$ cat config.mk
export PLATFORM = sky130hd
export DESIGN_NAME = liion_charge_sequencer
export DESIGN_NICKNAME = d
export VERILOG_FILES = /design/src/hdl/chg_pkg.sv /design/src/hdl/pin_sync.sv /design/src/hdl/liion_charge_sequencer.sv
export SDC_FILE = /design/constraint.sdc
export NUM_CORES = 1
export LEC_CHECK = 0
export ABC_CLOCK_PERIOD_IN_PS = 8700
export BUFFER_PORTS_ARGS = -buffer_cell sky130_fd_sc_hd__buf_2
export CAP_MARGIN = 0
export CORE_MARGIN = 2
export CORE_UTILIZATION = 55
export CTS_BUF_LIST = sky130_fd_sc_hd__clkbuf_4 sky130_fd_sc_hd__clkbuf_8
export DETAILED_ROUTE_END_ITERATION = 8
export PLACE_DENSITY = 0.72
export SKIP_CTS_REPAIR_TIMING = 1
export SYNTH_ARGS = -nofsm -noshare
export SYNTH_HDL_FRONTEND = slang
export SYNTH_SLANG_ARGS = --single-unit
export TNS_END_PERCENT = 20
$ cat constraint.sdc
create_clock -name i_clk -period 8.7 [get_ports i_clk]
set_clock_uncertainty 0.05 [all_clocks]
set_input_delay 1.74 -clock i_clk [delete_from_list [all_inputs] [get_ports i_clk]]
set_output_delay 1.74 -clock i_clk [all_outputs]
set_load 0.03 [all_outputs]
$ cat src/hdl/chg_pkg.sv
// Contract
// - Filter supply glitches; start above UVLO rising
// - Below precharge threshold deliver pre-charge current
// - Between thresholds run constant-current fast charge
// - At regulation voltage switch to constant voltage
// - Charge-active indicator follows current above termination
// - Timer on: float in CV until expiry, monitor
// - Timer off: stop at termination current
// - Monitor: output off, recharge clears timer
// - Pre-charge beyond quarter time is a fault
// - Pre-charge fault clears by supply cycle, voltage
// - Timer pin selects internal, disabled or resistor
// - Resistor time is ohms over three seconds
// - Temperature out of window suspends, pauses, faults
// - Hot and cold thresholds both have hysteresis
// - Back inside window resumes with paused timer
// - Only output-on time counts toward time-out
// - Window hot to cold offset, default if grounded
// - Current reference fixed or host-driven analog voltage
// - Below disable level reset timer, no fault
// - Supply-present indicator low while above UVLO
package chg_pkg;

  // Clock and time base
  localparam int CLK_PERIOD_NS   = 32'h0000_0004;     // 250 MHz core clock
  localparam int TICK_PERIOD_NS  = 32'h3B9A_CA00;     // One timer tick is one second
  localparam int TICK_CYCLES     = TICK_PERIOD_NS / CLK_PERIOD_NS;
  localparam int GLITCH_NS       = 32'h0000_03E8;     // Supply must be stable this long
  localparam int GLITCH_CYCLES   = (GLITCH_NS + CLK_PERIOD_NS - 1) / CLK_PERIOD_NS;

  // Charge timer figures, in seconds
  localparam int SEC_PER_HOUR    = 32'h0000_0E10;
  localparam int INTERNAL_HOURS  = 32'h0000_0003;
  localparam int INTERNAL_TIME_S = INTERNAL_HOURS * SEC_PER_HOUR;
  localparam int MIN_TIME_S      = 32'h0000_0002 * SEC_PER_HOUR;
  localparam int MAX_TIME_S      = 32'h0000_0006 * SEC_PER_HOUR;
  localparam int TIMER_PROGRAM_PIN_DIVISOR    = 32'h0000_0003;
  localparam int PRE_LIMIT_SHIFT = 32'h0000_0002;     // Quarter of total time
  localparam int TIMER_W         = 32'h0000_0010;
  localparam int TIMER_PROGRAM_PIN_OHMS_W     = 32'h0000_0010;

  // Register map
  localparam logic [7:0] REG_CTRL   = 8'h00;
  localparam logic [7:0] REG_STATUS = 8'h04;
  localparam logic [7:0] REG_TIMER  = 8'h08;
  localparam logic [7:0] REG_LIMIT  = 8'h0C;
  localparam int CTRL_RUN_BIT       = 32'h0000_0000;
  localparam logic CTRL_RUN_RESET   = 1'h1;
  localparam int STS_STATE_LSB      = 32'h0000_0000;
  localparam int STS_OUT_ON_BIT     = 32'h0000_0004;
  localparam int STS_TFAULT_BIT     = 32'h0000_0005;
  localparam int STS_PFAULT_BIT     = 32'h0000_0006;
  localparam int STS_VCC_OK_BIT     = 32'h0000_0007;
  localparam int STS_CHG_ACT_BIT    = 32'h0000_0008;
  localparam int STS_AFC_BIT        = 32'h0000_0009;
  localparam int STS_TIM_EN_BIT     = 32'h0000_000A;
  localparam int STS_DISABLE_BIT    = 32'h0000_000B;

  // Charge sequencer states
  typedef enum logic [2:0] {
    ST_OFF,
    ST_PRE,
    ST_CC,
    ST_CV,
    ST_MON,
    ST_PFAULT
  } state_t;

  // Comparator and strap levels from the analog side
  typedef struct packed {
    logic vcc_uvlo_ok;        // Supply above lockout
    logic bat_above_preq;     // Battery above pre-charge threshold
    logic bat_at_cv;          // Battery at regulation voltage
    logic bat_below_rechg;    // Battery below regulation minus recharge drop
    logic iout_above_term;    // Output current above termination
    logic ntc_disable;        // Sense below disable level
    logic hot_trip;           // Sense below hot threshold
    logic hot_release;        // Sense above hot threshold plus hysteresis
    logic cold_trip;          // Sense above offset cold threshold
    logic cold_release;       // Sense below offset cold threshold minus hysteresis
    logic cold_dflt_trip;     // Sense above default cold threshold
    logic cold_dflt_release;  // Sense below default cold threshold minus hysteresis
    logic cto_grounded;       // Cold offset input tied low
    logic afc_at_vcc;         // Analog current input tied to supply
    logic timer_program_pin_at_vcc;        // Timer pin tied to supply
    logic timer_program_pin_at_gnd;        // Timer pin tied low
  } cmp_t;

  typedef struct packed {
    cmp_t                   cmp;
    logic [TIMER_PROGRAM_PIN_OHMS_W-1:0] timer_program_pin_ohms;  // Measured timer resistor in ohms
  } pins_t;

  // Analog control outputs
  typedef struct packed {
    logic out_on;        // Pass transistor enabled
    logic pre_current;   // Reduced pre-charge current selected
    logic cv_mode;       // Voltage loop in control
    logic ref_use_afc;   // Fast-charge reference from analog input
  } drive_t;

  // Register port request
  typedef struct packed {
    logic        wr;
    logic        rd;
    logic [7:0]  addr;
    logic [31:0] wdata;
  } bus_req_t;

endpackage

$ cat src/hdl/pin_sync.sv
`timescale 1ns/10ps
module pin_sync #(
  parameter int W = 8
) (
  input  wire logic         i_clk,
  input  wire logic         i_rst_n,
  input  wire logic [W-1:0] i_pin,
  output logic      [W-1:0] o_q
);

  // Three stages; the output moves only where stages two and three agree
  typedef struct packed {
    logic [W-1:0] s1;
    logic [W-1:0] s2;
    logic [W-1:0] s3;
    logic [W-1:0] q;
  } sync_state_t;

  sync_state_t r_r;    // Registered state
  sync_state_t r_nxt;  // Next state

  if (W < 1) begin : g_chk
    $error("pin_sync width must be positive");
  end

  // Shift and accept agreeing bits; s1 feeds only s2
  always_comb
  begin
    r_nxt    = r_r;
    r_nxt.s1 = i_pin;
    r_nxt.s2 = r_r.s1;
    r_nxt.s3 = r_r.s2;
    for (int i = 0; i < W; i++)
    begin
      if (r_r.s2[i] == r_r.s3[i])
      begin
        r_nxt.q[i] = r_r.s3[i];
      end
    end
  end

  // State register
  always_ff @(posedge i_clk or negedge i_rst_n)
  begin
    if (!i_rst_n)
    begin
      r_r <= '0;
    end
    else
    begin
      r_r <= r_nxt;
    end
  end

  assign o_q = r_r.q;

endmodule // pin_sync

$ cat src/hdl/liion_charge_sequencer.sv
// Our own choices: the placing of the registers and the strobed register port.
`timescale 1ns/10ps
module liion_charge_sequencer #(
  parameter int TICK_CYCLES   = chg_pkg::TICK_CYCLES,    // Cycles per timer tick
  parameter int GLITCH_CYCLES = chg_pkg::GLITCH_CYCLES   // Supply stability filter
) (
  input  wire logic             i_clk,
  input  wire logic             i_rst_n,
  input  wire chg_pkg::pins_t   i_pins,
  input  wire chg_pkg::bus_req_t i_bus,
  output logic [31:0]           o_rdata,
  output chg_pkg::drive_t       o_drive,
  output logic                  o_charge_active_n,
  output logic                  o_charge_active_oe,
  output logic                  o_fault_n,
  output logic                  o_fault_oe,
  output logic                  o_supply_present_n,
  output logic                  o_supply_present_oe
);

  localparam int PW = $bits(chg_pkg::pins_t);
  localparam int TW = chg_pkg::TIMER_W;
  localparam int CW = (TICK_CYCLES > 1) ? $clog2(TICK_CYCLES) : 1;
  localparam int GW = (GLITCH_CYCLES > 1) ? $clog2(GLITCH_CYCLES) + 1 : 1;
  localparam logic [CW-1:0] TICK_LAST   = CW'(TICK_CYCLES - 1);
  localparam logic [GW-1:0] GLITCH_LAST = GW'(GLITCH_CYCLES - 1);

  // Refuse settings the counters cannot serve
  if (TICK_CYCLES < 2) begin : g_chk_tick
    $error("TICK_CYCLES must be at least 2");
  end
  if (GLITCH_CYCLES < 1) begin : g_chk_glitch
    $error("GLITCH_CYCLES must be at least 1");
  end
  if (chg_pkg::MAX_TIME_S >= (1 << TW)) begin : g_chk_tw
    $error("Timer width too small for longest charge time");
  end

  // Whole state of the sequencer
  typedef struct packed {
    chg_pkg::state_t st;          // Charge mode
    logic [GW-1:0]   glt_cnt;     // Supply stability counter
    logic            vcc_ok;      // Filtered supply level
    logic [CW-1:0]   pre_cnt;     // Prescaler toward one tick
    logic [TW-1:0]   timer;       // Elapsed output-on seconds
    logic [TW-1:0]   limit;       // Total charge time in seconds
    logic            tim_en;      // Timer in use
    logic            hot_flt;     // Hot side latched with hysteresis
    logic            cold_flt;    // Cold side latched with hysteresis
    logic            run;         // Software run enable
    logic [31:0]     rdata;       // Read answer
    chg_pkg::drive_t drive;       // Analog control outputs
    logic            chg_act;     // Charge-active indicator driving
    logic            flt_act;     // Fault indicator driving
    logic            sup_act;     // Supply-present indicator driving
  } seq_state_t;

  seq_state_t     r_r;            // Registered state
  seq_state_t     r_nxt;          // Next state
  chg_pkg::pins_t pins_s;         // Synchronized comparator levels
  chg_pkg::cmp_t  cmp;            // Comparator part of the above

  // Every analog decision enters through the synchronizer
  pin_sync #(
    .W (PW)
  ) u_sync (
    .i_clk   (i_clk),
    .i_rst_n (i_rst_n),
    .i_pin   (i_pins),
    .o_q     (pins_s)
  );

  assign cmp = pins_s.cmp;

  // Charge time from the timer pin strapping, clamped to the usable range
  function automatic logic [TW-1:0] calc_limit(input logic at_vcc,
                                               input logic [chg_pkg::TIMER_PROGRAM_PIN_OHMS_W-1:0] ohms);
    logic [TW-1:0] t;
    t = TW'(ohms / chg_pkg::TIMER_PROGRAM_PIN_DIVISOR);
    if (at_vcc)
    begin
      t = TW'(chg_pkg::INTERNAL_TIME_S);
    end
    else if (t < TW'(chg_pkg::MIN_TIME_S))
    begin
      t = TW'(chg_pkg::MIN_TIME_S);
    end
    else if (t > TW'(chg_pkg::MAX_TIME_S))
    begin
      t = TW'(chg_pkg::MAX_TIME_S);
    end
    return t;
  endfunction

  // States in which the pass transistor may conduct
  function automatic logic is_charging(input chg_pkg::state_t s);
    return (s == chg_pkg::ST_PRE) || (s == chg_pkg::ST_CC) || (s == chg_pkg::ST_CV);
  endfunction

  // Next-state logic for the whole block
  always_comb
  begin
    logic tick;          // One-second pulse
    logic tfault;        // Temperature outside window
    logic cold_trip;     // Selected cold comparator
    logic cold_rel;      // Selected cold release comparator
    logic disabled;      // Device held off by supply, sense pin or software
    logic out_on;        // Conducting this cycle
    logic expired;       // Timer has reached the limit
    logic pre_over;      // Pre-charge has used its quarter
    tick      = 1'b0;
    tfault    = 1'b0;
    cold_trip = 1'b0;
    cold_rel  = 1'b0;
    disabled  = 1'b0;
    out_on    = 1'b0;
    expired   = 1'b0;
    pre_over  = 1'b0;
    r_nxt     = r_r;

    // Supply glitch filter: a change must persist before it is believed
    if (cmp.vcc_uvlo_ok != r_r.vcc_ok)
    begin
      if (r_r.glt_cnt >= GLITCH_LAST)
      begin
        r_nxt.vcc_ok  = cmp.vcc_uvlo_ok;
        r_nxt.glt_cnt = '0;
      end
      else
      begin
        r_nxt.glt_cnt = r_r.glt_cnt + GW'(1);
      end
    end
    else
    begin
      r_nxt.glt_cnt = '0;                                  // Glitch rejected
    end

    // Cold threshold from the offset input unless it is grounded
    cold_trip = cmp.cto_grounded ? cmp.cold_dflt_trip : cmp.cold_trip;
    cold_rel  = cmp.cto_grounded ? cmp.cold_dflt_release : cmp.cold_release;

    // Hysteretic fault latches; a trip outranks a release
    if (cmp.hot_trip)
    begin
      r_nxt.hot_flt = 1'b1;
    end
    else if (cmp.hot_release)
    begin
      r_nxt.hot_flt = 1'b0;
    end
    if (cold_trip)
    begin
      r_nxt.cold_flt = 1'b1;
    end
    else if (cold_rel)
    begin
      r_nxt.cold_flt = 1'b0;
    end

    // Disable level also reads as below hot; it must not show a fault
    if (cmp.ntc_disable)
    begin
      r_nxt.hot_flt  = 1'b0;
      r_nxt.cold_flt = 1'b0;
    end
    tfault = r_r.hot_flt || r_r.cold_flt;

    disabled = !r_r.vcc_ok || cmp.ntc_disable || !r_r.run;
    out_on   = is_charging(r_r.st) && !tfault && !disabled;

    // Prescaler runs only while conducting, so suspended time is not counted
    if (out_on)
    begin
      if (r_r.pre_cnt >= TICK_LAST)
      begin
        r_nxt.pre_cnt = '0;
        tick          = 1'b1;
      end
      else
      begin
        r_nxt.pre_cnt = r_r.pre_cnt + CW'(1);
      end
    end
    if (tick && r_r.tim_en && (r_r.timer < r_r.limit))
    begin
      r_nxt.timer = r_r.timer + TW'(1);
    end

    expired  = r_r.tim_en && (r_r.timer >= r_r.limit);
    pre_over = r_r.tim_en && (r_r.timer >= (r_r.limit >> chg_pkg::PRE_LIMIT_SHIFT));

    // Charge mode sequencing
    if (disabled)
    begin
      // Supply loss, sense pin reset or software stop: start over later
      r_nxt.st      = chg_pkg::ST_OFF;
      r_nxt.timer   = '0;
      r_nxt.pre_cnt = '0;
    end
    else
    begin
      case (r_r.st)
        chg_pkg::ST_OFF:
        begin
          // Supply qualified: capture timer strapping and begin
          r_nxt.tim_en = !cmp.timer_program_pin_at_gnd;
          r_nxt.limit  = calc_limit(cmp.timer_program_pin_at_vcc, pins_s.timer_program_pin_ohms);
          r_nxt.st     = chg_pkg::ST_PRE;
        end
        chg_pkg::ST_PRE:
        begin
          if (cmp.bat_above_preq)
          begin
            r_nxt.st = chg_pkg::ST_CC;
          end
          else if (pre_over && !tfault)
          begin
            r_nxt.st = chg_pkg::ST_PFAULT;
          end
        end
        chg_pkg::ST_CC:
        begin
          if (expired)
          begin
            r_nxt.st = chg_pkg::ST_MON;                    // Time-out in CC and CV; pre-charge faults at its quarter first
          end
          else if (cmp.bat_at_cv)
          begin
            r_nxt.st = chg_pkg::ST_CV;
          end
          else if (!cmp.bat_above_preq)
          begin
            r_nxt.st = chg_pkg::ST_PRE;
          end
        end
        chg_pkg::ST_CV:
        begin
          // With the timer on, termination only releases the indicator
          if (r_r.tim_en)
          begin
            if (expired)
            begin
              r_nxt.st = chg_pkg::ST_MON;
            end
          end
          else if (!cmp.iout_above_term && !tfault)
          begin
            r_nxt.st = chg_pkg::ST_MON;
          end
        end
        chg_pkg::ST_MON:
        begin
          if (cmp.bat_below_rechg)
          begin
            r_nxt.timer   = '0;
            r_nxt.pre_cnt = '0;
            r_nxt.st      = chg_pkg::ST_PRE;
          end
        end
        chg_pkg::ST_PFAULT:
        begin
          // Latched until supply cycles, the sense pin or software disables, or the battery rises
          if (cmp.bat_above_preq)
          begin
            r_nxt.st = chg_pkg::ST_CC;
          end
        end
        default:
        begin
          r_nxt.st = chg_pkg::ST_OFF;
        end
      endcase
    end

    // Analog drive, registered so the pass device never sees a decode glitch
    r_nxt.drive.out_on      = out_on;
    r_nxt.drive.pre_current = out_on && (r_r.st == chg_pkg::ST_PRE);
    r_nxt.drive.cv_mode     = out_on && (r_r.st == chg_pkg::ST_CV);
    r_nxt.drive.ref_use_afc = !cmp.afc_at_vcc;

    // Open-drain indicators; "act" means the pin is pulled low
    r_nxt.chg_act = out_on && cmp.iout_above_term;
    r_nxt.flt_act = !disabled && (tfault || (r_r.st == chg_pkg::ST_PFAULT));
    r_nxt.sup_act = r_r.vcc_ok;

    // Register port: writes take effect on the next edge
    if (i_bus.wr && (i_bus.addr == chg_pkg::REG_CTRL))
    begin
      r_nxt.run = i_bus.wdata[chg_pkg::CTRL_RUN_BIT];
    end

    // Read answer stands for the cycle after the strobe only
    r_nxt.rdata = '0;
    if (i_bus.rd)
    begin
      case (i_bus.addr)
        chg_pkg::REG_CTRL:
        begin
          r_nxt.rdata[chg_pkg::CTRL_RUN_BIT] = r_r.run;
        end
        chg_pkg::REG_STATUS:
        begin
          r_nxt.rdata[chg_pkg::STS_STATE_LSB +: $bits(chg_pkg::state_t)] = r_r.st;
          r_nxt.rdata[chg_pkg::STS_OUT_ON_BIT]     = r_r.drive.out_on;
          r_nxt.rdata[chg_pkg::STS_TFAULT_BIT]     = tfault;
          r_nxt.rdata[chg_pkg::STS_PFAULT_BIT]     = (r_r.st == chg_pkg::ST_PFAULT);
          r_nxt.rdata[chg_pkg::STS_VCC_OK_BIT]     = r_r.vcc_ok;
          r_nxt.rdata[chg_pkg::STS_CHG_ACT_BIT]    = r_r.chg_act;
          r_nxt.rdata[chg_pkg::STS_AFC_BIT]        = r_r.drive.ref_use_afc;
          r_nxt.rdata[chg_pkg::STS_TIM_EN_BIT]     = r_r.tim_en;
          r_nxt.rdata[chg_pkg::STS_DISABLE_BIT]    = cmp.ntc_disable;
        end
        chg_pkg::REG_TIMER:
        begin
          r_nxt.rdata[TW-1:0] = r_r.timer;
        end
        chg_pkg::REG_LIMIT:
        begin
          r_nxt.rdata[TW-1:0] = r_r.limit;
        end
        default:
        begin
          r_nxt.rdata = '0;                                // Unmapped reads zero
        end
      endcase
    end
  end

  // State register; reset leaves the output off and software run enabled
  always_ff @(posedge i_clk or negedge i_rst_n)
  begin
    if (!i_rst_n)
    begin
      r_r       <= '0;
      r_r.st    <= chg_pkg::ST_OFF;
      r_r.run   <= chg_pkg::CTRL_RUN_RESET;
      r_r.limit <= TW'(chg_pkg::INTERNAL_TIME_S);
    end
    else
    begin
      r_r <= r_nxt;
    end
  end

  // Outputs from flip-flops; the open-drain levels are tied low
  assign o_rdata             = r_r.rdata;
  assign o_drive             = r_r.drive;
  assign o_charge_active_n   = 1'b0;
  assign o_charge_active_oe  = r_r.chg_act;
  assign o_fault_n           = 1'b0;
  assign o_fault_oe          = r_r.flt_act;
  assign o_supply_present_n  = 1'b0;
  assign o_supply_present_oe = r_r.sup_act;

endmodule // liion_charge_sequencer

==> flow_metrics.env, run 1 <==
export IMPL_outcome="finished clean"
export IMPL_clk_pin_slew_ns=0.06
export IMPL_power_density_nw_per_um2=234.0
export IMPL_min_period_over_period_pct=88.34
export IMPL_reg2reg_to="r_r[53]$_DFFE_PN0P_"
export IMPL_yosysMostFrequentCell="dfrtp_1"
export IMPL_fin_area_sq_um=13340
export IMPL_fin_setup_tns_ns=0
export IMPL_p_leak_nw=5.743
export IMPL_crit_path_end="r_r[53]$_DFFE_PN0P_"
export IMPL_cts_tree="yes"
export IMPL_worstReg2RegStart="u_sync.o_q[15]$_DFFE_PN0N_"
export IMPL_core_area_sq_um=21820
export IMPL_rsz0062_at_grt="false"
export IMPL_irDropWorstVdd_v=0.0001326
export IMPL_synth_area_leaders="dfrtp_1 (45%), nor2_1 (4.3%), ha_1 (3.5%)"
export IMPL_worst_ep_arrival_time_ns=8.06
export IMPL_num_vias=9056
export IMPL_synth_enable_flop_cells=0
export IMPL_finalMaxSlewViolations=0
export IMPL_ys_warn_count=0
export IMPL_cp_startpoint="u_sync.o_q[15]$_DFFE_PN0N_"
export IMPL_routedWlPerCell_um=16.19
export IMPL_area_delta_synth_final_pct=9.379
export IMPL_slew_headroom_pct=39.50
export IMPL_die_area_sq_um=23380
export IMPL_fillers=1811
export IMPL_clock_sinks=227
export IMPL_synthesis_instances=1209
export IMPL_r2r_cells=22
export IMPL_ioPinCount=118
export IMPL_drt_pass1_iterations=6
export IMPL_netlist_area_sq_um=12190
export IMPL_clockBufferDepth=3
export IMPL_finalHoldViolCount=0
export IMPL_wirelength_mm=25.27
export IMPL_grt_start_max_net_pins=125
export IMPL_placed_cell_area_sq_um=12480
export IMPL_layout_nets=1364
export IMPL_crit_path_end_kind="register"
export IMPL_ys_async_sr_fraction_pct=100.0
export IMPL_dp_hpwl_mm=17.31
export IMPL_gr_total_overflow=0
export IMPL_io_buffers=67
export IMPL_die_height_um=152.9
export IMPL_drc=0
export IMPL_netlist_cell_type_count=112
export IMPL_synth_largest_area_cell="dfrtp_1"
export IMPL_crit_required_ns=9.07
export IMPL_grt_pass1_wl_mm=43.12
export IMPL_drt_iter0_markers=774
export IMPL_grt_pass1_vias=8686
export IMPL_worstMarginPinSlew_ns=0.9076
export IMPL_die_w_um=152.9
export IMPL_ctsRootBufferMaster="clkbuf_8"
export IMPL_final_antenna_net_count=0
export IMPL_antenna_found_initial=0
export IMPL_critPathLaunchType="register"
export IMPL_fmax_mhz=130.1
export IMPL_drv_cap=0
export IMPL_htree_levels=2
export IMPL_seq_area_frac_synth_pct=46.65
export IMPL_n_antenna_cell=0
export IMPL_critPathKind="register to register"
export IMPL_synthFlopType="dfrtp_1"
export IMPL_post_route_util_pct=61.11
export IMPL_viasPerCell=5.801
export IMPL_fin_crit_ns=7.685
export IMPL_hold_class="register to register"
export IMPL_numCtsBuffers=39
export IMPL_synth_top_area_share_pct=45.36
export IMPL_final_setup_viol_count=0
export IMPL_num_rows=54
export IMPL_post_route_cells_drive_above_1_share_pct=17.10
export IMPL_r2r_setup_slack_ns=1.01
export IMPL_ys_ff_latch=227
export IMPL_ys_top_cells_by_count="dfrtp_1 (221), nor2_1 (139), nand2_1 (103)"
export IMPL_grtUsageTotal_pct=21.91
export IMPL_cp_max_fo=17
export IMPL_avgSynthCellArea_sq_um=10.09
export IMPL_place_congestion=0.8833
export IMPL_start_util_pct=55.87
export IMPL_clock_latency_ns=0.55
==> routing by layer <==
metal | global-route usage, % | vias to the layer above | part of all wire [%]
li1 | - | 4383 | -
met1 | 32.87 | 4326 | 48
met2 | 32.82 | 282 | 44
met3 | 3.686 | 65 | 5.7
met4 | 6.746 | 0 | 2.4
met5 | 0 | - | 0
==> registers in the layout, summed over array words and instances, names as in the netlist <==
signal               cells
u_sync.r_nxt            64
o_charge_active_oe       1
r_nxt                    1
u_sync.r_r              32
u_sync.o_q              32
o_supply_present_oe      1
o_fault_oe               1
o_drive                  4
o_rdata                 16
r_r                     75
==> through the flow <==
step                total power [mW]  hold slack, ns  setup WS, ns  instances
floorplan                      1.907          0.2812         2.445       1228
global placement               2.065          0.2813         1.329       1493
detailed placement             2.083          0.2847         1.279       1493
CTS                            3.143          0.2777         1.105       1561
global route                   3.306          0.2899        0.4269       1561
finish                         3.121          0.2734         1.015       1561
==> area by class of cell <==
type | count | area (sq um) | area share [%]
well taps | 280 | 350.3 | 2.627
repair buffers | 76 | 412.9 | 3.096
clock inverters | 10 | 108.9 | 0.8162
clock buffers | 58 | 748.2 | 5.610
multi-input cells | 871 | 5882 | 44.10
flip-flops and latches | 227 | 5688 | 42.65
inverters | 39 | 146.4 | 1.098
==> worst max-delay path, cell delays in order, from the launching register on <==
cell      delay (ns)
dfrtp_1         0.57
ha_1            0.51
and3b_1         0.25
a221oi_4        0.31
and2_1          0.58
xnor2_1         0.16
a32oi_1         0.61
a31oi_2         0.44
o22ai_4         0.43
nor3_1          0.10
a21oi_1         0.32
o211ai_1        0.29
o311ai_4        0.46
mux2i_1         0.35
o22ai_1         0.15
o211ai_2        0.33
xnor2_1         0.18
ha_1            0.30
nor4_1          0.56
a31oi_4         0.20
a21oi_2         0.15
nand2_1         0.07
a22o_1          0.19
==> worst min-delay path by stage <==
stage / from / endpoint / slack, ns / cells after the start
CTS: u_sync.r_nxt[70]$_DFF_PN0_ / u_sync.r_nxt[38]$_DFF_PN0_ / 0.28 / 0
global placement: u_sync.r_nxt[95]$_DFF_PN0_ / u_sync.r_nxt[63]$_DFF_PN0_ / 0.28 / 0
finish: u_sync.r_nxt[70]$_DFF_PN0_ / u_sync.r_nxt[38]$_DFF_PN0_ / 0.27 / 0
detailed placement: u_sync.r_nxt[69]$_DFF_PN0_ / u_sync.r_nxt[37]$_DFF_PN0_ / 0.28 / 0
floorplan: u_sync.r_nxt[64]$_DFF_PN0_ / u_sync.r_nxt[32]$_DFF_PN0_ / 0.28 / 0
global route: u_sync.r_nxt[70]$_DFF_PN0_ / u_sync.r_nxt[38]$_DFF_PN0_ / 0.29 / 0
==> power breakdown <==
part | internal [mW] | switching (mW) | total, mW
sequential | 1.12 | 0.0741 | 1.20
clock | 0.611 | 0.428 | 1.04
combinational | 0.354 | 0.532 | 0.885
==> logic make-up (layout without fill, tap and decap cells) <==
logic type / after synthesis / count (layout) / synth area share [%]
XOR/XNOR: 65 / 65 / 4.905
multiplexers: 26 / 26 / 2.381
buffers and inverters: 130 / 183 / 5.695
adder cells (fa/ha/maj): 66 / 66 / 6.116
other: 1 / 20 / 0.03076
flip-flops: 227 / 227 / 46.65
AO/OA/AOI/OAI: 265 / 265 / 16.47
AND/OR/NAND/NOR: 429 / 429 / 17.75
==> layout by cell type (no fill, tap or decap), types with 9 or more instances in the layout <==
master	instances
buf_2	66
dfrtp_1	221
a211oi_1	17
mux2_2	14
xor2_1	31
and2_1	11
ha_1	34
a31oi_1	13
a22oi_1	14
nor3_1	22
nor2b_1	12
nand3_1	28
nand4_1	15
maj3_1	32
a21o_1	10
nor2_1	139
inv_1	36
and3_1	19
o21ai_0	40
mux2i_1	11
nand2b_1	13
nand2_1	103
nor4_1	9
a21oi_1	57
clkbuf_8	50
buf_4	9
xnor2_1	31
o211ai_1	11
conb_1	20
No activity file was read; power rests on OpenSTA's default activity.
==> inputs of run 2 (changes only) <==
--- a/config.mk
+++ b/config.mk
@@ -5,14 +5,14 @@
 export SDC_FILE = /design/constraint.sdc
 export NUM_CORES = 1
 export LEC_CHECK = 0
-export ABC_CLOCK_PERIOD_IN_PS = 8700
+export ABC_CLOCK_PERIOD_IN_PS = 9200
 export BUFFER_PORTS_ARGS = -buffer_cell sky130_fd_sc_hd__buf_2
 export CAP_MARGIN = 0
 export CORE_MARGIN = 2
-export CORE_UTILIZATION = 55
+export CORE_UTILIZATION = 50
 export CTS_BUF_LIST = sky130_fd_sc_hd__clkbuf_4 sky130_fd_sc_hd__clkbuf_8
 export DETAILED_ROUTE_END_ITERATION = 8
-export PLACE_DENSITY = 0.72
+export PLACE_DENSITY = 0.66
 export SKIP_CTS_REPAIR_TIMING = 1
 export SYNTH_ARGS = -nofsm -noshare
 export SYNTH_HDL_FRONTEND = slang
==> constraint.sdc (replaced) <==
create_clock -name i_clk -period 9.2 [get_ports i_clk]
set_clock_uncertainty 0.05 [all_clocks]
set_input_delay 1.84 -clock i_clk [delete_from_list [all_inputs] [get_ports i_clk]]
set_output_delay 1.84 -clock i_clk [all_outputs]
set_load 0.03 [all_outputs]
==> run 2 against run 1 <==
First-iteration DRC count fell by 30%. Register-to-register slack better by 0.55 ns. Setup slack improved by 0.55 ns. Maximum frequency is 0.66% higher. Power fell by 6.0%. Sequential share of layout area decreased by 0.12 points.
==> flow_metrics.env, run 2 (same netlist as run 1, synthesis figures left out) <==
export IMPL_outcome="finished clean"
export IMPL_htree_levels=2
export IMPL_wirelength_mm=25.68
export IMPL_die_area_sq_um=25650
export IMPL_path_cells="ha_1 -> and3b_1 -> a221oi_4 -> and2_1 -> o21ai_0 -> o32a_1 -> a31oi_2 -> xnor2_1 -> buf_4 -> nand2_1 -> a211o_1 -> o211a_1 -> a221o_1 -> o22ai_2 -> mux2i_1 -> o211ai_2 -> xnor2_1 -> ha_1 -> nor4_1 -> a31oi_4 -> a21oi_2 -> nand2_1 -> a22o_1"
export IMPL_hold_class="register to register"
export IMPL_top_register="r_r"
export IMPL_power_density_nw_per_um2=219.2
export IMPL_slowest_stage="a31oi_2"
export IMPL_routedWlPerCell_um=15.99
export IMPL_cts_tree="yes"
export IMPL_post_route_cells_drive_above_1_share_pct=17.16
export IMPL_critPathLaunchType="register"
export IMPL_antenna_found_initial=0
export IMPL_cp_max_fo=17
export IMPL_clockBufferDepth=3
export IMPL_rsz0062_at_grt="false"
export IMPL_num_rows=57
export IMPL_die_w_um=160.2
export IMPL_gr_total_overflow=0
export IMPL_layout_nets=1362
export IMPL_crit_required_ns=9.59
export IMPL_min_period_over_period_pct=82.99
export IMPL_clock_latency_ns=0.55
export IMPL_drv_cap=0
export IMPL_grt_pass1_vias=8743
export IMPL_fin_crit_ns=7.635
export IMPL_place_congestion=0.8915
export IMPL_critPathKind="register to register"
export IMPL_n_antenna_cell=0
export IMPL_grtUsageTotal_pct=20.40
export IMPL_ctsRootBufferMaster="clkbuf_8"
export IMPL_die_height_um=160.2
export IMPL_fmax_mhz=131.0
export IMPL_crit_path_end_kind="register"
export IMPL_drt_iter0_markers=543
export IMPL_finalMaxSlewViolations=0
export IMPL_start_util_pct=50.58
export IMPL_worstMarginPinSlew_ns=0.8519
export IMPL_drc=0
export IMPL_final_setup_viol_count=0
export IMPL_pre_cts_slack_ns=1.633
export IMPL_grt_pass1_wl_mm=43.64
export IMPL_stdcell_count=1606
export IMPL_worst_ep_arrival_time_ns=8.02
export IMPL_post_place_cells=1536
export IMPL_slowest_delay_ns=0.63
export IMPL_p_leak_nw=5.746
export IMPL_area_delta_synth_final_pct=9.697
export IMPL_dp_hpwl_mm=17.72
export IMPL_clock_sinks=227
export IMPL_slew_headroom_pct=43.20
export IMPL_layout_commonest_cell="dfrtp_1"
export IMPL_fin_ws_ns=1.565
export IMPL_irDropWorstVdd_v=0.0001286
export IMPL_drt_pass1_iterations=5
export IMPL_largest_register_ffs=75
export IMPL_viasPerCell=5.618
export IMPL_num_vias=9022
export IMPL_final_cell_mix="dfrtp_1 (221), nor2_1 (139), nand2_1 (103)"
export IMPL_io_buffers=67
export IMPL_final_antenna_net_count=0
export IMPL_numCtsBuffers=38
export IMPL_finalHoldViolCount=0
export IMPL_ioPinCount=118
export IMPL_fin_setup_tns_ns=0
export IMPL_clk_pin_slew_ns=0.07
export IMPL_grt_start_max_net_pins=119
export IMPL_core_area_sq_um=24110
[run 2: layer usage]
| layer | part of all wire (%) | vias to the layer above | GRT usage, % |
|---|---|---|---|
| li1 | - | 4383 | - |
| met5 | 0 | - | 0 |
| met3 | 4.8 | 41 | 3.429 |
| met4 | 2.0 | 0 | 5.528 |
| met2 | 44 | 214 | 30.79 |
| met1 | 49 | 4384 | 30.52 |
[run 2: critical path, delay by kind of cell (launching register included)]
kind                       cells  cell delay [ns]
muxes                          1             0.30
and+or+nand+nor                5             1.49
AOI/OAI and AO/OA             12             3.67
buffers and inverters          1             0.24
DFF                            1             0.58
xor gates and xnor gates       2             0.38
adders and majority gates      2             0.79
[run 2: power by group]
group	internal (mW)	leakage, nW	total [mW]	switching (mW)
Sequential	1.06	2.84	1.13	0.0706
Clock	0.554	0.456	0.968	0.414
Combinational	0.333	2.45	0.832	0.499
[run 2: path summary, 6_finish.rpt]
kind                                            start                          to  slack [ns]  cells after the start
max                        u_sync.o_q[15]$_DFFE_PN0N_         r_r[53]$_DFFE_PN0P_        1.57                     23
min                        u_sync.r_nxt[71]$_DFF_PN0_  u_sync.r_nxt[39]$_DFF_PN0_        0.29                      0
max reg2reg                u_sync.o_q[15]$_DFFE_PN0N_         r_r[53]$_DFFE_PN0P_        1.57                     23
min reg2reg                u_sync.r_nxt[71]$_DFF_PN0_  u_sync.r_nxt[39]$_DFF_PN0_        0.29                      0
max in group asynchronous                     i_rst_n           r_r[60]$_DFF_PN0_        6.38                      2
min in group asynchronous                     i_rst_n  u_sync.r_nxt[39]$_DFF_PN0_        1.30                      1
[run 2: final cells by class]
| cell class | count | area [sq um] |
|---|---|---|
| Inverter | 39 | 146.4 |
| Clock inverter | 11 | 98.84 |
| Tap cell | 324 | 405.4 |
| Clock buffer | 59 | 749.5 |
| Fill cell | 2203 | 10730 |
| Sequential cell | 227 | 5688 |
| Timing Repair Buffer | 75 | 405.4 |
| Multi-Input combinational cell | 871 | 5882 |
[run 2: through the flow]
step           hold slack, ns  utilization [%]  instance area [sq um]  total power [mW]
2_1_floorplan          0.2812                -                  12260             1.803
3_3_place_gp           0.2818            51.97                  12530             1.959
3_5_place_dp           0.2847            51.97                  12530             1.972
4_1_cts                0.2945            55.49                  13380             2.961
5_1_grt                0.3000            55.49                  13380             3.108
6_report               0.2919            55.49                  13380             2.932
==> inputs of run 3 (changes only) <==
--- a/config.mk
+++ b/config.mk
@@ -5,14 +5,14 @@
 export SDC_FILE = /design/constraint.sdc
 export NUM_CORES = 1
 export LEC_CHECK = 0
-export ABC_CLOCK_PERIOD_IN_PS = 9200
+export ABC_CLOCK_PERIOD_IN_PS = 6900
 export BUFFER_PORTS_ARGS = -buffer_cell sky130_fd_sc_hd__buf_2
 export CAP_MARGIN = 0
 export CORE_MARGIN = 2
 export CORE_UTILIZATION = 50
 export CTS_BUF_LIST = sky130_fd_sc_hd__clkbuf_4 sky130_fd_sc_hd__clkbuf_8
 export DETAILED_ROUTE_END_ITERATION = 8
-export PLACE_DENSITY = 0.66
+export PLACE_DENSITY = 0.69
 export SKIP_CTS_REPAIR_TIMING = 1
 export SYNTH_ARGS = -nofsm -noshare
 export SYNTH_HDL_FRONTEND = slang
==> constraint.sdc (replaced) <==
create_clock -name i_clk -period 6.9 [get_ports i_clk]
set_clock_uncertainty 0.05 [all_clocks]
set_input_delay 1.38 -clock i_clk [delete_from_list [all_inputs] [get_ports i_clk]]
set_output_delay 1.38 -clock i_clk [all_outputs]
set_load 0.03 [all_outputs]
==> run 3 against run 2 <==
Core utilization grew 0.53 points. Critical path depth shrank 1. Critical endpoint unchanged. Count of clock-buffer cells in the layout grew 4. Non-clock buffer count grew 13.
==> flow_metrics.env, run 3 (same netlist as run 1, synthesis figures left out) <==
export IMPL_outcome="finished clean"
export IMPL_dp_hpwl_mm=17.48
export IMPL_hold_class="register to register"
export IMPL_irDropWorstVdd_v=0.0001730
export IMPL_fin_setup_tns_ns=0
export IMPL_final_setup_viol_count=0
export IMPL_slew_headroom_pct=22.76
export IMPL_top_register="r_r"
export IMPL_cp_max_fo=11
export IMPL_critPathLaunchType="register"
export IMPL_intPower_mw=2.632
export IMPL_fin_crit_ns=6.488
export IMPL_grt_pass1_vias=8525
export IMPL_ctsRootBufferMaster="clkbuf_8"
export IMPL_finalMaxSlewViolations=0
export IMPL_htree_levels=2
export IMPL_cp_startpoint="u_sync.o_q[15]$_DFFE_PN0N_"
export IMPL_grt_start_max_net_pins=200
export IMPL_pwr_share_comb_pct=29.5
export IMPL_grt_pass1_wl_mm=43.09
export IMPL_rsz0062_at_grt="false"
export IMPL_r2r_cells=22
export IMPL_grtUsageTotal_pct=20.16
export IMPL_worst_ep_arrival_time_ns=6.86
export IMPL_crit_path_end_kind="register"
export IMPL_io_buffers=67
export IMPL_largest_register_ffs=75
export IMPL_fin_area_sq_um=13500
export IMPL_drc=0
export IMPL_worstReg2RegStart="u_sync.o_q[15]$_DFFE_PN0N_"
export IMPL_clock_sinks=227
export IMPL_viasPerCell=5.565
export IMPL_top_usage_layer="met2"
export IMPL_seq_power_share_pct=38.1
export IMPL_start_util_pct=50.58
export IMPL_power_frac_clock_pct=32.4
export IMPL_layout_nets=1376
export IMPL_final_antenna_net_count=0
export IMPL_area_delta_synth_final_pct=10.75
export IMPL_p_sw_mw=1.307
export IMPL_clockBufferDepth=3
export IMPL_gr_usage_met1_pct=29.74
export IMPL_use_met3_pct=3.558
export IMPL_fmax_mhz=154.1
export IMPL_ioPinCount=118
export IMPL_die_w_um=160.2
export IMPL_gr_total_overflow=0
export IMPL_p_leak_nw=5.814
export IMPL_totalPowerFinal_mw=3.939
export IMPL_fin_ws_ns=0.4119
export IMPL_pre_cts_slack_ns=0.2327
export IMPL_antenna_found_initial=0
export IMPL_drv_cap=0
export IMPL_crit_path_end="r_r[53]$_DFFE_PN0P_"
export IMPL_num_rows=57
export IMPL_finalHoldViolCount=0
export IMPL_die_area_sq_um=25650
export IMPL_r2r_setup_slack_ns=0.41
export IMPL_drt_pass1_iterations=6
export IMPL_placed_cell_area_sq_um=12610
export IMPL_wirelength_mm=25.50
export IMPL_reg2reg_to="r_r[53]$_DFFE_PN0P_"
export IMPL_drt_iter0_markers=635
export IMPL_crit_required_ns=7.27
export IMPL_routedWlPerCell_um=15.74
export IMPL_clock_latency_ns=0.56
export IMPL_clk_pin_slew_ns=0.06
export IMPL_min_period_over_period_pct=94.03
export IMPL_die_height_um=160.2
export IMPL_numCtsBuffers=39
export IMPL_final_cell_mix="dfrtp_1 (221), nor2_1 (139), nand2_1 (103)"
export IMPL_num_vias=9015
export IMPL_holdWs_ns=0.2938
export IMPL_place_congestion=0.8729
export IMPL_post_route_cells_drive_above_1_share_pct=18.29
export IMPL_cts_tree="yes"
export IMPL_grt_use_met2_pct=30.54
export IMPL_critPathKind="register to register"
export IMPL_swShare_pct=33.17
export IMPL_power_density_nw_per_um2=291.7
export IMPL_core_area_sq_um=24110
export IMPL_worstMarginPinSlew_ns=1.159
export IMPL_layout_commonest_cell="dfrtp_1"
export IMPL_n_antenna_cell=0
==> run 3: changes by cell type in the layout (fill, tap and decap cells not counted), sizes merged <==
| cell | delta |
|---|---|
| inv | -1 |
| clkinvlp | +1 |
| clkinv | -3 |
| clkbuf | +4 |
| buf | +13 |
==> run 3: how the worst min path moves through the flow <==
stage	start	to	slack (ns)	cells after the start
floorplan	u_sync.r_nxt[64]$_DFF_PN0_	u_sync.r_nxt[32]$_DFF_PN0_	0.28	0
global placement	u_sync.r_nxt[86]$_DFF_PN0_	u_sync.r_nxt[54]$_DFF_PN0_	0.28	0
detailed placement	u_sync.r_nxt[69]$_DFF_PN0_	u_sync.r_nxt[37]$_DFF_PN0_	0.28	0
CTS	u_sync.r_nxt[64]$_DFF_PN0_	u_sync.r_nxt[32]$_DFF_PN0_	0.30	0
global route	u_sync.r_nxt[88]$_DFF_PN0_	u_sync.r_nxt[56]$_DFF_PN0_	0.30	0
finish	u_sync.r_nxt[64]$_DFF_PN0_	u_sync.r_nxt[32]$_DFF_PN0_	0.29	0
==> run 3: power groups by stage <==
stage / sequential [mW] / clock [mW] / combinational (mW)
6_report: 1.50 / 1.28 / 1.16
5_1_grt: 1.51 / 1.39 / 1.28
4_1_cts: 1.50 / 1.32 / 1.14
3_5_place_dp: 1.52 / 0 / 1.13
3_3_place_gp: 1.52 / 0 / 1.11
2_1_floorplan: 1.47 / 0 / 0.930
==> run 3: area by class of cell <==
cell class,instances,area [sq um]
fillers,2144,10600
repair buffers,88,515.5
clock buffers,63,760.7
flip-flops and latches,227,5688
inverters,39,146.4
multi-input cells,871,5906
clock inverters,8,82.58
well taps,324,405.4
==> run 3: through the flow <==
step	utilization (%)	instances
CTS	55.83	1617
global placement	52.33	1546
global route	56.02	1620
finish	56.02	1620
floorplan	-	1228
detailed placement	52.33	1546
==> run 3: routing by layer <==
layer	vias up	part of all wire, %
li1	4397	-
met1	4347	48
met2	234	45
met3	37	5.2
met4	0	1.8
met5	-	0
==> run 3: critical path: stages, from the launching register on <==
cell	delay, ns
dfrtp_1	0.38
ha_1	0.40
and3b_1	0.25
a221oi_4	0.31
nand2_1	0.34
a211oi_1	0.56
o32a_1	0.31
a31oi_4	0.10
o22ai_4	0.37
nand2_4	0.09
a211o_1	0.36
o211a_1	0.22
a221o_1	0.38
o22ai_2	0.32
mux2i_1	0.32
o211ai_2	0.15
xnor2_1	0.18
ha_1	0.28
nor4_2	0.41
a31oi_4	0.18
a21oi_2	0.15
nand2_1	0.07
a22o_1	0.20
